$ cat src/seq_pkg.sv
// constants and carrier types for the three rail power sequencer
// assumes a single 50 MHz clock and synchronous active-high reset
package seq_pkg;
   // ==========================================================
   // clock and timing
   localparam int unsigned CLK_HZ = 50_000_000;
   localparam int unsigned TICK_US = 1;
   localparam int unsigned TICK_CYC = CLK_HZ / 1_000_000 * TICK_US;
   localparam int unsigned DELAY_US = 30_000;
   localparam int unsigned REFRESH_US = 400;
   localparam int unsigned REARM_US = 120_000;
   localparam int CNT_W = 18;
   localparam logic [CNT_W-1:0] UP1_US = CNT_W'(DELAY_US + REFRESH_US);
   localparam logic [CNT_W-1:0] UP2_US = CNT_W'(DELAY_US);
   localparam logic [CNT_W-1:0] UP3_US = CNT_W'(DELAY_US);
   localparam logic [CNT_W-1:0] DN1_US = CNT_W'(DELAY_US + REFRESH_US);
   localparam logic [CNT_W-1:0] DN2_US = CNT_W'(DELAY_US);
   localparam logic [CNT_W-1:0] DN3_US = CNT_W'(DELAY_US);
   localparam logic [CNT_W-1:0] REARM_CNT = CNT_W'(REARM_US);
   localparam logic [CNT_W-1:0] CNT_RST = '0;
   localparam logic [2:0] RAIL_RST = 3'h0;

   // ==========================================================
   // states
   typedef enum logic [7:0] {
      ST_OFF = 8'h01,
      ST_UP1 = 8'h02,
      ST_UP2 = 8'h04,
      ST_UP3 = 8'h08,
      ST_ON = 8'h10,
      ST_DN1 = 8'h20,
      ST_DN2 = 8'h40,
      ST_DN3 = 8'h80
   } seq_state_e;

   typedef struct packed {
      logic out;
      logic oe_n;
   } od_pin_s;

   typedef struct packed {
      seq_state_e st;
      logic [CNT_W-1:0] cnt;
      logic [2:0] rail;
      logic rearm;
   } seq_reg_s;
endpackage

$ cat src/seq_tick.sv
// microsecond tick divider from the master clock
// assumes ref_clk at the rate in seq_pkg
`timescale 1ns/1ps
`default_nettype none
module seq_tick
   import seq_pkg::*;
#(
   parameter int unsigned TICK_LEN = TICK_CYC
)
(
   input wire logic ref_clk,
   input wire logic srst,
   output logic tick
);
   logic [5:0] div_q;
   logic [5:0] div_d;

   always_comb begin
      div_d = div_q + 6'h01;
      if (div_q == 6'(TICK_LEN - 1)) begin
         div_d = 6'h00;
      end
   end

   always_ff @(posedge ref_clk) begin
      if (srst) begin
         div_q <= 6'h00;
      end else begin
         div_q <= div_d;
      end
   end

   assign tick = (div_q == 6'(TICK_LEN - 1));
endmodule
`default_nettype wire

$ cat src/rail_sequencer.sv
// three rail power-up/power-down sequencer core
// assumes enable comparator output arrives asynchronously
`timescale 1ns/1ps
`default_nettype none
// Functional notes
// - one shared timer reloaded with six delays, three up, three down, and with the rearm wait
// - all rails low until enable seen
// - enable starts first delay, then rail one
// - each release starts next up delay
// - enable low pulls down rails three, two, one
// - down delays independent of up delays
// - enable drop before rail one resets
// - delays within fifteen/twenty percent tolerance
// - standard configuration uses first ordering
// - order up 1-2-3, down 3-2-1
// - late enable drop completes up, waits
// - late enable rise completes down, waits
// - all timers from one master tick
module rail_sequencer
   import seq_pkg::*;
#(
   // delay counts in ticks, defaults give the 30 ms option
   parameter logic [CNT_W-1:0] UP1_TICKS = UP1_US,
   parameter logic [CNT_W-1:0] UP2_TICKS = UP2_US,
   parameter logic [CNT_W-1:0] UP3_TICKS = UP3_US,
   parameter logic [CNT_W-1:0] DN1_TICKS = DN1_US,
   parameter logic [CNT_W-1:0] DN2_TICKS = DN2_US,
   parameter logic [CNT_W-1:0] DN3_TICKS = DN3_US,
   parameter logic [CNT_W-1:0] REARM_TICKS = REARM_CNT,
   parameter int unsigned TICK_LEN = TICK_CYC
)
(
   input wire logic ref_clk,
   input wire logic srst,
   input wire logic seq_enable,
   output od_pin_s rail_release_out_1,
   output od_pin_s rail_release_out_2,
   output od_pin_s rail_release_out_3
);
   // ==========================================================
   // enable synchroniser
   logic en_meta_q;
   logic en_q;
   always_ff @(posedge ref_clk) begin
      if (srst) begin
         en_meta_q <= 1'b0;
         en_q <= 1'b0;
      end else begin
         en_meta_q <= seq_enable;
         en_q <= en_meta_q;
      end
   end

   logic tick;
   seq_tick #(.TICK_LEN(TICK_LEN)) u_tick (
      .ref_clk(ref_clk),
      .srst(srst),
      .tick(tick)
   );

   // ==========================================================
   // sequencer state
   seq_reg_s s_q;
   seq_reg_s s_d;
   logic expired;
   assign expired = tick && (s_q.cnt == CNT_RST);

   always_comb begin
      s_d = s_q;
      if (tick && s_q.cnt != CNT_RST) begin
         s_d.cnt = s_q.cnt - CNT_W'(1);
      end
      case (s_q.st)
         ST_OFF: begin
            if (en_q) begin
               s_d.st = ST_UP1;
               s_d.cnt = s_q.rearm ? REARM_TICKS : UP1_TICKS;
               s_d.rearm = 1'b0;
            end
         end
         ST_UP1: begin
            if (!en_q) begin
               s_d.st = ST_OFF;
               s_d.cnt = CNT_RST;
            end else if (expired) begin
               if (s_q.rearm || s_q.cnt != CNT_RST) begin
                  s_d.rearm = 1'b0;
               end
               s_d.rail[0] = 1'b1;
               s_d.st = ST_UP2;
               s_d.cnt = UP2_TICKS;
            end
         end
         ST_UP2: begin
            if (!en_q && !s_q.rearm) begin
               s_d.rearm = 1'b1;
               s_d.cnt = UP2_TICKS;
            end
            if (expired) begin
               s_d.rail[1] = 1'b1;
               s_d.st = ST_UP3;
               s_d.cnt = UP3_TICKS;
            end
         end
         ST_UP3: begin
            if (!en_q && !s_q.rearm) begin
               s_d.rearm = 1'b1;
               s_d.cnt = UP3_TICKS;
            end
            if (expired) begin
               s_d.rail[2] = 1'b1;
               s_d.st = ST_ON;
               s_d.cnt = s_q.rearm || !en_q ? REARM_TICKS : CNT_RST;
            end
         end
         ST_ON: begin
            if (!en_q && (s_q.cnt == CNT_RST)) begin
               s_d.st = ST_DN1;
               s_d.cnt = DN1_TICKS;
               s_d.rearm = 1'b0;
            end
         end
         ST_DN1: begin
            if (en_q && !s_q.rearm) begin
               s_d.rearm = 1'b1;
               s_d.cnt = DN1_TICKS;
            end
            if (expired) begin
               s_d.rail[2] = 1'b0;
               s_d.st = ST_DN2;
               s_d.cnt = DN2_TICKS;
            end
         end
         ST_DN2: begin
            if (en_q && !s_q.rearm) begin
               s_d.rearm = 1'b1;
               s_d.cnt = DN2_TICKS;
            end
            if (expired) begin
               s_d.rail[1] = 1'b0;
               s_d.st = ST_DN3;
               s_d.cnt = DN3_TICKS;
            end
         end
         ST_DN3: begin
            if (en_q && !s_q.rearm) begin
               s_d.rearm = 1'b1;
               s_d.cnt = DN3_TICKS;
            end
            if (expired) begin
               s_d.rail[0] = 1'b0;
               s_d.st = ST_OFF;
               s_d.rearm = s_q.rearm || en_q;
               s_d.cnt = CNT_RST;
            end
         end
         default: begin
            s_d.st = ST_OFF;
            s_d.rail = RAIL_RST;
            s_d.cnt = CNT_RST;
            s_d.rearm = 1'b0;
         end
      endcase
   end

   always_ff @(posedge ref_clk) begin
      if (srst) begin
         s_q.st <= ST_OFF;
         s_q.cnt <= CNT_RST;
         s_q.rail <= RAIL_RST;
         s_q.rearm <= 1'b0;
      end else begin
         s_q <= s_d;
      end
   end

   // ==========================================================
   // open-drain outputs, released means driver off
   assign rail_release_out_1 = '{out: 1'b0, oe_n: s_q.rail[0]};
   assign rail_release_out_2 = '{out: 1'b0, oe_n: s_q.rail[1]};
   assign rail_release_out_3 = '{out: 1'b0, oe_n: s_q.rail[2]};

   // ==========================================================
   // checks
   a_off_rails_low: assert property (@(posedge ref_clk) disable iff (srst)
      s_q.st == ST_OFF |-> s_q.rail == 3'h0) else $error("rails released while off");
   a_up_order: assert property (@(posedge ref_clk) disable iff (srst)
      s_q.rail[1] |-> s_q.rail[0]) else $error("rail two before rail one");
   a_up_order3: assert property (@(posedge ref_clk) disable iff (srst)
      s_q.rail[2] |-> s_q.rail[1]) else $error("rail three before rail two");
   a_sync_delay: assert property (@(posedge ref_clk) disable iff (srst)
      $rose(en_q) |-> $past(seq_enable, 2)) else $error("enable not synchronised");
   a_glitch_reset: assert property (@(posedge ref_clk) disable iff (srst)
      (s_q.st == ST_UP1 && !s_q.rearm && !en_q) |=> s_q.st == ST_OFF)
      else $error("early drop not reset");
   a_rail1_timer: assert property (@(posedge ref_clk) disable iff (srst)
      $rose(s_q.rail[0]) |-> $past(s_q.st) == ST_UP1 && $past(expired))
      else $error("rail one without timer");
   a_down_first: assert property (@(posedge ref_clk) disable iff (srst)
      $fell(s_q.rail[2]) |-> $past(s_q.st) == ST_DN1) else $error("rail three drop out of order");
   a_od_drive: assert property (@(posedge ref_clk) disable iff (srst)
      !s_q.rail[0] |-> !rail_release_out_1.oe_n && !rail_release_out_1.out)
      else $error("unreleased rail not pulled low");
   a_down_order2: assert property (@(posedge ref_clk) disable iff (srst)
      $fell(s_q.rail[1]) |-> $past(s_q.st) == ST_DN2)
      else $error("rail two drop out of order");
   a_rail1_drop: assert property (@(posedge ref_clk) disable iff (srst)
      $fell(s_q.rail[0]) |-> $past(s_q.st) == ST_DN3 && $past(expired))
      else $error("rail one drop without timer");
   a_late_drop_restart: assert property (@(posedge ref_clk) disable iff (srst)
      (s_q.st == ST_UP2 && !s_q.rearm && !en_q && !expired)
      |=> s_q.cnt == UP2_TICKS && s_q.rearm)
      else $error("late drop did not restart timer");
   a_rearm_hold: assert property (@(posedge ref_clk) disable iff (srst)
      (s_q.st == ST_ON && s_q.cnt != CNT_RST) |=> s_q.st == ST_ON)
      else $error("power-down started before rearm wait");
   a_late_rise_restart: assert property (@(posedge ref_clk) disable iff (srst)
      (s_q.st == ST_DN2 && !s_q.rearm && en_q && !expired)
      |=> s_q.cnt == DN2_TICKS && s_q.rearm)
      else $error("late rise did not restart timer");
endmodule
`default_nettype wire

$ cat config.mk
export PLATFORM = sky130hd
export DESIGN_NAME = rail_sequencer
export DESIGN_NICKNAME = d
export VERILOG_FILES = /design/src/seq_pkg.sv /design/src/seq_tick.sv /design/src/rail_sequencer.sv
export SDC_FILE = /design/constraint.sdc
export NUM_CORES = 1
export LEC_CHECK = 0
export BUFFER_PORTS_ARGS = -buffer_cell sky130_fd_sc_hd__buf_2
export CELL_PAD_IN_SITES_DETAIL_PLACEMENT = 1
export CELL_PAD_IN_SITES_GLOBAL_PLACEMENT = 1
export CORE_ASPECT_RATIO = 1.1
export CORE_MARGIN = 4
export CORE_UTILIZATION = 51
export DETAILED_ROUTE_END_ITERATION = 16
export PLACE_DENSITY_LB_ADDON = 0.1
export SLEW_MARGIN = 25
export SYNTH_ARGS = -nofsm -noshare
export SYNTH_HDL_FRONTEND = slang
export SYNTH_HIERARCHICAL = 1
export SYNTH_SLANG_ARGS = --single-unit
$ cat constraint.sdc
create_clock -name ref_clk -period 6.8 [get_ports ref_clk]
set_input_delay 0.68 -clock ref_clk [delete_from_list [all_inputs] [get_ports ref_clk]]
set_output_delay 0.68 -clock ref_clk [all_outputs]
set_load 0.01 [all_outputs]
==> results.cfg <==
[hold_path]
hold_path_class = reg -> reg
min_from = en_meta_q
hold_depth = 1
min_to = en_q

[die]
die_x_um = 76.05
initial_core_util_pct = 54.32
num_rows = 26
io_pins = 9
die_h_um = 82.85
dieArea_mm2 = 0.006300
core-area_mm2 = 0.004782

[flow_run]
max_cap_violations = 0

[pwr]
power_density_mw_per_mm2 = 225.6
p_sw_share_pct = 36.71
p_leak_nw = 0.9464
clockPowerShare_pct = 26.0
ir_drop_uv = 128.9
p_int_w = 0.0003823
pwr-share-seq_pct = 40.6
power_switching_w = 0.0002217
comb_power_share_pct = 33.4

[logic_synthesis]
yosys-top-cells-area = dfxtp_1, a21oi_1, nor2_1, xor2_1, xnor2_1
synth_top_family_by_area = simple AND/OR/NAND/NOR gates
synth_top_cell_area_share_pct = 29.29
synth_area_mm2 = 0.002597
synth.most_common_cell = dfxtp_1
synth-async-reset-ratio_pct = 0
yosys.area_share.xor_xnor_pct = 7.081
synth-compound-area-share_pct = 25.39
ys_warn_count = 6
synth_mux_area_share_pct = 1.156
synth-simple-area-share_pct = 29.24
yosys-top-cells-count = dfxtp_1, nor2_1, a21oi_1, nand2_1
yosysUniqueCellTypes = 71
synth_cells = 312
synth_area_per_cell_um2 = 8.325
synth_edf_count = 0
yosys_register_bits = 38
synth-adder-area-share_pct = 1.927
synth_area_leader_cell = dfxtp_1
yosys_most_used_dff = dfxtp_1
yosysSeqAreaShare_pct = 29.29

[grt]
grt_start_max_net_pins = 26
grtUsageTotal_pct = 23.31
antenna_found_initial = 0
grt_pass1_wl_um = 12250
grt_pass1_vias = 2411
overflow = 0

[setup_path]
crit_path_max_fanout = 15
worstSetupEndpointType = flop
path_delay_family = simple AND/OR/NAND/NOR gates
reg2reg_to = s_q[19]
r2r_cells = 8
path_cells = ha_1 -> and4_1 -> inv_1 -> or3_4 -> nor2_4 -> o21ai_1 -> a2111oi_2 -> a211oi_1
worstPathRequired_ns = 6.96
cpMaxStageDelayCell = a2111oi_2
worstPathArrival_ns = 3.01
worstSetupStartpointType = flop
reg2reg_slack_ns = 3.95
critPathKind = reg -> reg
reg2reg_from = u_tick/div_q[0]
path_depth = 8
crit_path_max_incr_delay_ns = 0.49
cp_num_buf_inv = 1

[sta]
max_freq_mhz = 350.3
period_minus_slack_ns = 2.855
hold_viol_final = 0
fin_crit_sh_pct = 41.98
finalSetupTns_ns = 0
setup_viol = 0
finClkSkew_ns = 0.001736
worst_pin_slew_ns = 0.6966
relSlewSlack_pct = 53.17
maxSlewViolCount = 0
rsz0062_at_grt = no

[placed_design]
gp_congestion = 0.9157
placed_cell_area_mm2 = 0.002586
io_buffers = 5
hpwl_um = 5441

[detailed_routing]
routed_wl_um = 7045
drc = 0
first_iter_violations = 138
drtPass1Iterations = 4
num_vias = 2379
wire_per_inst_um = 19.46
ant_nets = 0
drt-vias-per-instance = 6.572

[cells_and_area]
drive_above_1_share_pct = 13.40
fin_nets = 312
postLayoutCellArea_mm2 = 0.002678
area_delta_synth_final_pct = 3.083
antenna_cells = 0

[clock_network]
clk_pin_slew_ns = 0.07
htreeDepth = 2
cts.sink_count = 38
insertion_delay_ns = 0.28
cts_tree = built
post_cts_buffers = 0
cts_buffers = 5
root_buffer = clkbuf_8
clock_tree.buffer_depth = 2
cts_resized = 0
cts_hold_buf = 0

[outcome]
outcome = completed
[worst max-delay path by stage]
stage	startpoint	slack, ns	end
CTS	u_tick/div_q[0]	3.95	s_q[19]
floorplan	s_q[4]	4.51	s_q[0]
global route	s_q[4]	3.69	s_q[12]
global placement	u_tick/div_q[0]	4.02	s_q[13]
finish	u_tick/div_q[0]	3.95	s_q[19]
detailed placement	u_tick/div_q[0]	3.96	s_q[19]
[state kept, by name, indices dropped and copies added, names as in the netlist]
signal,count
en_q,1
u_tick/div_q,6
rail_release_out_1,1
rail_release_out_2,1
en_meta_q,1
s_q,27
rail_release_out_3,1
[logic make-up (layout without fill, tap and decap cells)]
| kind of cell | after synthesis | in the layout |
|---|---|---|
| AOI/OAI and AO/OA | 87 | 87 |
| xor gates and xnor gates | 21 | 21 |
| adders and majority gates | 4 | 4 |
| buffers and inverters | 28 | 20 |
| DFF | 38 | 38 |
| muxes | 3 | 3 |
| other | 1 | 3 |
| and+or+nand+nor | 130 | 130 |
[worst reg2reg max path: stages (launching register included)]
cell       delay [ns]
dfxtp_1          0.41
ha_1             0.20
and4_1           0.45
inv_1            0.15
or3_4            0.46
nor2_4           0.31
o21ai_1          0.16
a2111oi_2        0.49
a211oi_1         0.10
[power groups by stage]
| stage | registers [W] | clock network (W) | logic [W] |
|---|---|---|---|
| floorplan | 0.000247 | 0 | 0.000158 |
| global placement | 0.000249 | 0 | 0.000198 |
| detailed placement | 0.000250 | 0 | 0.000201 |
| CTS | 0.000245 | 0.000164 | 0.000202 |
| global route | 0.000247 | 0.000173 | 0.000222 |
| finish | 0.000245 | 0.000157 | 0.000202 |
[per-layer routing]
| layer | track usage (%) | up-vias | wire length [µm] |
|---|---|---|---|
| li1 | - | 1152 | - |
| met1 | 30.92 | 1140 | 3099 |
| met4 | 10.19 | 0 | 253 |
| met3 | 3.030 | 21 | 306 |
| met5 | 0 | - | 0 |
| met2 | 37.54 | 66 | 3386 |
[through the flow]
step | power (W) | worst slack (ns) | util, % | instances | hold slack (ns)
2_1_floorplan | 0.0004051 | 4.508 | - | 314 | 0.4138
3_3_place_gp | 0.0004473 | 4.024 | 53.95 | 354 | 0.4170
3_5_place_dp | 0.0004508 | 3.963 | 54.08 | 354 | 0.4279
4_1_cts | 0.0006106 | 3.946 | 55.99 | 362 | 0.4490
5_1_grt | 0.0006432 | 3.692 | 55.99 | 362 | 0.4583
6_report | 0.0006041 | 3.945 | 55.99 | 362 | 0.4427
[area by class of cell]
cell class / count / area [µm²]
clock buffer: 7 / 86.33
inverter: 6 / 22.52
clock inverter: 1 / 5.005
multi-input combinational: 248 / 1700
fill: 578 / 2105
sequential: 38 / 760.7
tap: 56 / 70.07
timing repair buffer: 6 / 32.53
[placed cells by master, fill, tap and decap left out, types with 5 or more instances in the layout]
| master | count |
|---|---|
| clkbuf_8 | 6 |
| a211oi_1 | 5 |
| nand3_1 | 10 |
| or3_1 | 5 |
| buf_2 | 5 |
| nand4_1 | 6 |
| or4_1 | 5 |
| dfxtp_1 | 38 |
| xor2_1 | 11 |
| o22ai_1 | 5 |
| nand2_1 | 20 |
| inv_1 | 6 |
| o21ai_0 | 15 |
| nor2_1 | 28 |
| o31ai_1 | 5 |
| a21oi_1 | 23 |
| xnor2_1 | 10 |
| nor3_1 | 15 |
Power figures use the tool's default switching activity.
